[config.mk]
export PLATFORM = sky130hd
export DESIGN_NAME = ppes_regs
export DESIGN_NICKNAME = d
export VERILOG_FILES = /design/src/core/ppes_pkg.sv /design/src/core/ppes_regs.sv /design/src/core/ppes_sync.sv /design/src/core/ppes_loop_ctrl.sv
export SDC_FILE = /design/constraint.sdc
export NUM_CORES = 1
export LEC_CHECK = 0
export BUFFER_PORTS_ARGS = -buffer_cell sky130_fd_sc_hd__buf_2
export CAP_MARGIN = 20
export CORE_UTILIZATION = 46
export CTS_BUF_LIST = sky130_fd_sc_hd__clkbuf_4 sky130_fd_sc_hd__clkbuf_8
export DETAILED_ROUTE_END_ITERATION = 10
export PLACE_DENSITY = 0.87
export SYNTH_ARGS = -nofsm -noshare
export SYNTH_HDL_FRONTEND = slang
export SYNTH_SLANG_ARGS = --single-unit
[constraint.sdc]
create_clock -name clock -period 0.9 [get_ports clock]
set_clock_uncertainty 0.05 [all_clocks]
set_input_delay 0.27 -clock clock [delete_from_list [all_inputs] [get_ports clock]]
set_output_delay 0.27 -clock clock [all_outputs]
set_load 0.01 [all_outputs]
[src/core/ppes_pkg.sv]
package ppes_pkg;

  // ****************************************************************
  // register offsets
  // ****************************************************************
  localparam logic [15:0] PWR_CTRL_OFFSET   = 16'h0011;
  localparam logic [15:0] LOAD_STS_OFFSET   = 16'h0012;
  localparam logic [15:0] IO_LEVEL_OFFSET   = 16'h0013;

  // ****************************************************************
  // general_power_down_ctrl fields
  // ****************************************************************
  localparam int unsigned PWR_UPDATE_BIT    = 0;
  localparam int unsigned PWR_LOOP_RST_BIT  = 1;
  localparam int unsigned PWR_FIRST_BIT     = 2;
  localparam int unsigned PWR_SECOND_BIT    = 3;
  localparam int unsigned PWR_SYSDIG_BIT    = 4;
  localparam int unsigned PWR_SYSANA_BIT    = 5;
  localparam logic [7:0]  PWR_CTRL_RESET    = 8'h00;

  // ****************************************************************
  // eeprom_load_status fields
  // ****************************************************************
  localparam int unsigned STS_DONE_BIT      = 0;
  localparam int unsigned STS_RELOCK_BIT    = 1;
  localparam int unsigned STS_INIT_BIT      = 2;
  localparam int unsigned STS_ACTIVE_BIT    = 3;
  localparam int unsigned STS_ABORT_BIT     = 4;
  localparam int unsigned STS_CHKSUM_BIT    = 5;
  localparam int unsigned STS_WIDTH         = 6;
  localparam logic [5:0]  LOAD_STS_RESET    = 6'h00;

  // ****************************************************************
  // io_voltage_select fields
  // ****************************************************************
  localparam int unsigned IO_SERIAL_BIT     = 0;
  localparam int unsigned IO_GPIO_BIT       = 2;
  localparam int unsigned IO_USED_WIDTH     = 3;
  localparam logic [2:0]  IO_LEVEL_RESET    = 3'h0;

  // ****************************************************************
  // misc
  // ****************************************************************
  localparam logic [7:0]  READ_UNMAPPED     = 8'h00;

endpackage

[src/core/ppes_regs.sv]
`timescale 1ns/1ps
module ppes_regs (
  input  wire logic        clock,
  input  wire logic        nrst,
  input  wire logic [15:0] reg_addr,
  input  wire logic        reg_wr,
  input  wire logic        reg_rd,
  input  wire logic [7:0]  reg_wdata,
  output logic      [7:0]  reg_rdata,
  output logic             reg_rvalid,
  input  wire logic        config_checksum_fail_in,
  input  wire logic        config_load_aborted_in,
  input  wire logic        config_load_active_in,
  input  wire logic        init_finished_in,
  input  wire logic        load_relock_init_complete_in,
  input  wire logic        config_load_done_in,
  output logic             system_analog_loop_off,
  output logic             system_digital_loop_off,
  output logic             second_loop_off,
  output logic             first_loop_off,
  output logic             first_input_monitor_rst,
  output logic             second_input_monitor_rst,
  output logic             system_digital_loop_rst,
  output logic             first_digital_loop_rst,
  output logic             second_digital_loop_rst,
  output logic             serif_clk_from_osc,
  output logic             serif_osc_second,
  output logic             gpio_level_select,
  output logic             serial_out_level_select
);

  // ****************************************************************
  // state
  // ****************************************************************
  logic [7:0]                     pwr_ctrl_q;
  logic [7:0]                     pwr_ctrl_d;
  logic [ppes_pkg::STS_WIDTH-1:0] sts_q;
  logic [ppes_pkg::STS_WIDTH-1:0] sts_d;
  logic [2:0]                     io_level_q;
  logic [2:0]                     io_level_d;
  logic [7:0]                     rdata_q;
  logic [7:0]                     rdata_d;
  logic                           rvalid_q;
  logic [ppes_pkg::STS_WIDTH-1:0] evt_async;
  logic [ppes_pkg::STS_WIDTH-1:0] evt;

  // ****************************************************************
  // loader status inputs, resynchronised
  // ****************************************************************
  assign evt_async = {config_checksum_fail_in,
                      config_load_aborted_in,
                      config_load_active_in,
                      init_finished_in,
                      load_relock_init_complete_in,
                      config_load_done_in};

  ppes_sync #(
    .WIDTH (ppes_pkg::STS_WIDTH)
  ) u_ppes_sync (
    .clock    (clock),
    .nrst     (nrst),
    .async_in (evt_async),
    .sync_out (evt)
  );

  // ****************************************************************
  // address decode
  // ****************************************************************
  wire hit_pwr = (reg_addr == ppes_pkg::PWR_CTRL_OFFSET);
  wire hit_sts = (reg_addr == ppes_pkg::LOAD_STS_OFFSET);
  wire hit_io  = (reg_addr == ppes_pkg::IO_LEVEL_OFFSET);
  wire wr_pwr  = reg_wr & hit_pwr;
  wire wr_io   = reg_wr & hit_io;

  // reserved power control bits are stored as written, io level keeps bits 2:0 only; software keeps them at zero
  assign pwr_ctrl_d = wr_pwr ? reg_wdata : pwr_ctrl_q;
  assign io_level_d = wr_io ? reg_wdata[2:0] : io_level_q;

  // ****************************************************************
  // status flags: no write path reaches them
  // ****************************************************************
  wire st_chk    = evt[ppes_pkg::STS_CHKSUM_BIT];
  wire st_abort  = sts_q[ppes_pkg::STS_ABORT_BIT] | evt[ppes_pkg::STS_ABORT_BIT];
  wire st_active = evt[ppes_pkg::STS_ACTIVE_BIT];
  wire st_init   = sts_q[ppes_pkg::STS_INIT_BIT] | evt[ppes_pkg::STS_INIT_BIT];
  wire st_relock = sts_q[ppes_pkg::STS_RELOCK_BIT] | evt[ppes_pkg::STS_RELOCK_BIT];
  wire st_done   = sts_q[ppes_pkg::STS_DONE_BIT] | evt[ppes_pkg::STS_DONE_BIT];

  assign sts_d = {st_chk, st_abort, st_active, st_init, st_relock, st_done};

  // ****************************************************************
  // read mux
  // ****************************************************************
  wire [7:0] sts_byte = {2'h0, sts_q};
  wire [7:0] io_byte  = {5'h00, io_level_q};

  assign rdata_d = !reg_rd ? rdata_q
                 : hit_pwr ? pwr_ctrl_q
                 : hit_sts ? sts_byte
                 : hit_io  ? io_byte
                 : ppes_pkg::READ_UNMAPPED;

  // ****************************************************************
  // registers
  // ****************************************************************
  always_ff @(posedge clock or negedge nrst)
  begin
    if (!nrst)
    begin
      pwr_ctrl_q <= ppes_pkg::PWR_CTRL_RESET;
      io_level_q <= ppes_pkg::IO_LEVEL_RESET;
      sts_q      <= ppes_pkg::LOAD_STS_RESET;
      rdata_q    <= ppes_pkg::READ_UNMAPPED;
      rvalid_q   <= 1'b0;
    end
    else
    begin
      pwr_ctrl_q <= pwr_ctrl_d;
      io_level_q <= io_level_d;
      sts_q      <= sts_d;
      rdata_q    <= rdata_d;
      rvalid_q   <= reg_rd;
    end
  end

  assign reg_rdata  = rdata_q;
  assign reg_rvalid = rvalid_q;

  // ****************************************************************
  // loop power, reset and level outputs
  // ****************************************************************
  ppes_loop_ctrl u_ppes_loop_ctrl (
    .clock                    (clock),
    .nrst                     (nrst),
    .pwr_ctrl                 (pwr_ctrl_q),
    .io_level                 (io_level_q),
    .system_analog_loop_off   (system_analog_loop_off),
    .system_digital_loop_off  (system_digital_loop_off),
    .second_loop_off          (second_loop_off),
    .first_loop_off           (first_loop_off),
    .first_input_monitor_rst  (first_input_monitor_rst),
    .second_input_monitor_rst (second_input_monitor_rst),
    .system_digital_loop_rst  (system_digital_loop_rst),
    .first_digital_loop_rst   (first_digital_loop_rst),
    .second_digital_loop_rst  (second_digital_loop_rst),
    .serif_clk_from_osc       (serif_clk_from_osc),
    .serif_osc_second         (serif_osc_second),
    .gpio_level_select        (gpio_level_select),
    .serial_out_level_select  (serial_out_level_select)
  );

  wire all_loop_rst = first_input_monitor_rst & second_input_monitor_rst &
                      system_digital_loop_rst & first_digital_loop_rst &
                      second_digital_loop_rst;
  wire any_loop_rst = first_input_monitor_rst | second_input_monitor_rst |
                      system_digital_loop_rst | first_digital_loop_rst |
                      second_digital_loop_rst;
endmodule

[src/core/ppes_sync.sv]
`timescale 1ns/1ps
module ppes_sync #(
  parameter int WIDTH = 6
) (
  input  wire logic             clock,
  input  wire logic             nrst,
  input  wire logic [WIDTH-1:0] async_in,
  output logic      [WIDTH-1:0] sync_out
);

  // ****************************************************************
  // two flops per bit; first stage feeds only the second
  // ****************************************************************
  genvar i;
  generate
    for (i = 0; i < WIDTH; i++)
    begin : g_bit
      logic stage1_q;
      logic stage2_q;
      always_ff @(posedge clock or negedge nrst)
      begin
        if (!nrst)
        begin
          stage1_q <= 1'b0;
          stage2_q <= 1'b0;
        end
        else
        begin
          stage1_q <= async_in[i];
          stage2_q <= stage1_q;
        end
      end
      assign sync_out[i] = stage2_q;
    end
  endgenerate

endmodule

[src/core/ppes_loop_ctrl.sv]
`timescale 1ns/1ps
module ppes_loop_ctrl (
  input  wire logic       clock,
  input  wire logic       nrst,
  input  wire logic [7:0] pwr_ctrl,
  input  wire logic [2:0] io_level,
  output logic            system_analog_loop_off,
  output logic            system_digital_loop_off,
  output logic            second_loop_off,
  output logic            first_loop_off,
  output logic            first_input_monitor_rst,
  output logic            second_input_monitor_rst,
  output logic            system_digital_loop_rst,
  output logic            first_digital_loop_rst,
  output logic            second_digital_loop_rst,
  output logic            serif_clk_from_osc,
  output logic            serif_osc_second,
  output logic            gpio_level_select,
  output logic            serial_out_level_select
);

  // ****************************************************************
  // decoded controls
  // ****************************************************************
  wire loop_block_reset = pwr_ctrl[ppes_pkg::PWR_LOOP_RST_BIT];
  wire ana_off          = pwr_ctrl[ppes_pkg::PWR_SYSANA_BIT];
  // fall back to the second oscillator only if the first loop is off
  wire osc_second       = ana_off & pwr_ctrl[ppes_pkg::PWR_FIRST_BIT];

  // ****************************************************************
  // registered outputs
  // ****************************************************************
  always_ff @(posedge clock or negedge nrst)
  begin
    if (!nrst)
    begin
      system_analog_loop_off   <= 1'b0;
      system_digital_loop_off  <= 1'b0;
      second_loop_off          <= 1'b0;
      first_loop_off           <= 1'b0;
      first_input_monitor_rst  <= 1'b0;
      second_input_monitor_rst <= 1'b0;
      system_digital_loop_rst  <= 1'b0;
      first_digital_loop_rst   <= 1'b0;
      second_digital_loop_rst  <= 1'b0;
      serif_clk_from_osc       <= 1'b0;
      serif_osc_second         <= 1'b0;
      gpio_level_select        <= 1'b0;
      serial_out_level_select  <= 1'b0;
    end
    else
    begin
      system_analog_loop_off   <= ana_off;
      system_digital_loop_off  <= pwr_ctrl[ppes_pkg::PWR_SYSDIG_BIT];
      second_loop_off          <= pwr_ctrl[ppes_pkg::PWR_SECOND_BIT];
      first_loop_off           <= pwr_ctrl[ppes_pkg::PWR_FIRST_BIT];
      first_input_monitor_rst  <= loop_block_reset;
      second_input_monitor_rst <= loop_block_reset;
      system_digital_loop_rst  <= loop_block_reset;
      first_digital_loop_rst   <= loop_block_reset;
      second_digital_loop_rst  <= loop_block_reset;
      serif_clk_from_osc       <= ana_off;
      serif_osc_second         <= osc_second;
      gpio_level_select        <= io_level[ppes_pkg::IO_GPIO_BIT];
      serial_out_level_select  <= io_level[ppes_pkg::IO_SERIAL_BIT];
    end
  end

endmodule

==> run metrics <==
Crit. End Element register; met1 usage 0.240; Port Buffer Count 55; ratio of cells with drive above 1 in the final layout 0.628; largest net degree at the start of global routing 47; synth top area cells dfrtp_1 (71%), mux2_2 (7.7%), buf_4 (2.3%); Post-synth EDFFs 0; Leak 1.27 nW; Design Area, Final 2450 um2; initial antenna violation count 0; DP Cell Count 219; cts bufs inserted 5; Hold/Removal Path Class in2reg; ant diodes 0; Top-Level Pins 56; Crit-path slowest cell or4b_4; failing checks setup timing; clk buf depth 2; Critical Path Fanout Max 4; busiest grt layer met2; H-Tree Level Count 2; Yosys cell types 24; Post-Route WL 3720 um; CP arrival 1810 ps; row cnt 21; Cells after Synth 105; top_reg_cell synth dfrtp_1; Synth Cell Area 1620 um2; CP Cell Sequence buf_6, or4b_4, or2_1, or4_4, o2bb2ai_2; maximum vdd drop 0.00110 V; CP Launch Type input port; die area 3760 um2; Power Total 0.00332 W; clock sink count 46; Synth area leader dfrtp_1; first-pass GRT wire length 5310 um; status finished, violations left; Total Nets Final 233; routed vias/inst 4.92; Synth warnings 0; Post-Layout Cell Count 245; Reg area 1150 um2; via count of the first global-routing pass 1,178; core area 3360 um2; Die Ht 61.3 um; Post-Syn Nets 139; met3 Usage GRT 0.0546; max_cap viols 0; multi-input logic area 532 um2; Initial Util 0.481; routed length per instance 15.2 um; Final Hold Violating Endpoints 0; Slew Limit Fails 0; maximum clock rate 0.628 GHz; power per cell area 1350 nW/um2; iteration count of the initial detailed-routing pass 4; Crit path largest cell delay 560 ps; most frequent cell after synthesis dfrtp_1; PnR worst setup slack -691 ps; Vias 1,205; Hold Slack 107 ps; antenna viol nets, final 0; RSZ-0062 raised after global routing yes; DP Area 2080 um2; Final min period 1590 ps; clock slew at reported path FFs 130 ps; CTS tree yes; Tcrit/Tclk final 1.77; Slew HR 0.807; GPL Wtd Cong 0.892; mean post-synth cell area 15.4 um2; Root Buffer clkbuf_4; DRC violations left 0; global route overflow 0; Starting DRT DRC Count 32; CP required 1120 ps; top cells by count, synth dfrtp_1 (46), mux2_2 (11), buf_4 (5); Die X 61.3 um; Yosys reg bits 46; top-area cell type share of the netlist area 0.712; Layout area overhead 51.7%; sequential share of the synthesized area 0.712; WS Path Type in2reg; Detailed Place HPWL 2470 um; ys async rst share 1.00; Total GRT Usage 0.210; worst slew pin tran 289 ps; Final setup viols 41; routing usage on met2 0.362; Fill cells 241; Clock Latency Late Sink 350 ps
## cells by family (layout without fill, tap and decap cells)
family	after synthesis	after routing	synth area share
AO/OA/AOI/OAI	15	15	0.0782
buffers and inverters	9	103	0.0325
multiplexers	11	11	0.0766
AND/OR/NAND/NOR	24	24	0.101
flip-flops	46	46	0.712
## where the power goes
group          switching [W]  leakage [nW]  total (W)  internal, W
clock               0.000580        0.0322   0.000936     0.000356
sequential        0.00000848         0.587    0.00211      0.00210
combinational       0.000133         0.650   0.000273     0.000139
## metrics by stage
step                 util  TNS [ps]  setup slack [ps]
global placement    0.618    -17190              -979
CTS                 0.698    -17400              -635
global route        0.729    -19760              -688
finish              0.729    -18690              -691
floorplan               -    -15110              -847
detailed placement  0.618    -18240             -1030
## state kept, by name, summed over array words and instances, names as in the netlist
name	flops
io_level_q	3
pwr_ctrl_q	8
reg_rdata	8
reg_rvalid	1
sts_q	6
u_ppes_loop_ctrl.first_input_monitor_rst	1
u_ppes_loop_ctrl.first_loop_off	1
u_ppes_loop_ctrl.gpio_level_select	1
u_ppes_loop_ctrl.second_loop_off	1
u_ppes_loop_ctrl.serial_out_level_select	1
u_ppes_loop_ctrl.serif_osc_second	1
u_ppes_loop_ctrl.system_analog_loop_off	1
u_ppes_loop_ctrl.system_digital_loop_off	1
u_ppes_sync.g_bit.stage1_q	6
u_ppes_sync.g_bit.stage2_q	6
## final timing paths
| path | from | to | slack [ps] | cells after the start |
|---|---|---|---|---|
| worst min register to register | u_ppes_sync.g_bit[3].stage2_q | sts_q[3] | 310 | 0 |
| min in group asynchronous | nrst | u_ppes_loop_ctrl.first_loop_off | 340 | 3 |
| worst min-delay path | reg_wdata[2] | io_level_q[2] | 110 | 2 |
| worst max-delay path | reg_addr[5] | reg_rdata[2] | -690 | 5 |
| worst max register to register | io_level_q[2] | reg_rdata[2] | -210 | 3 |
| max in group asynchronous | nrst | u_ppes_loop_ctrl.second_loop_off | 210 | 3 |
## layer usage
metal  up-vias  wire length [um]
met4         0               117
met5         -                 0
li1        562                 -
met2        43              1930
met3        11               150
met1       589              1530
## layout make-up
type / instances / area share
Tap cell: 46 / 0.0235
Multi-Input combinational cell: 50 / 0.217
Timing Repair Buffer: 94 / 0.266
Sequential cell: 46 / 0.469
Inverter: 2 / 0.00306
Clock buffer: 7 / 0.0214
## worst max-delay path: cells and delay by family
kind	cells	cell delay, ps
AO/OA/AOI/OAI	1	150
buffers and inverters	1	90
AND/OR/NAND/NOR	3	1290
## cell usage in the layout (no fill, tap or decap)
cell / Yosys / layout
a21oi_1: 4 / 4
a221o_1: 2 / 2
a22o_1: 2 / 2
and2_1: 1 / 1
and3_1: 1 / 1
buf_12: 0 / 1
buf_2: 0 / 47
buf_4: 5 / 30
buf_6: 0 / 9
clkbuf_4: 0 / 7
dfrtp_1: 46 / 46
dlygate4sd3_1: 0 / 7
inv_1: 2 / 2
mux2_2: 11 / 3
mux2_4: 0 / 8
nand2_1: 3 / 2
nand2_2: 0 / 1
nand4_1: 1 / 1
nor2_1: 2 / 2
nor2b_1: 2 / 2
nor3_2: 0 / 1
nor3_4: 0 / 1
nor4_4: 1 / 4
o221a_2: 3 / 3
o2bb2ai_2: 0 / 4
or2_1: 1 / 1
or2_2: 4 / 4
or3_1: 1 / 1
or4_4: 1 / 1
or4b_4: 1 / 1
## timing repair
action	in CTS	in global routing
setup endpoints to repair	41	41
resized for setup	19	10
buffers inserted	6	6
hold buffers	7	0
endpoints found under the hold margin	52	0
pin swaps	3	1
Power figures use the tool's default switching activity.
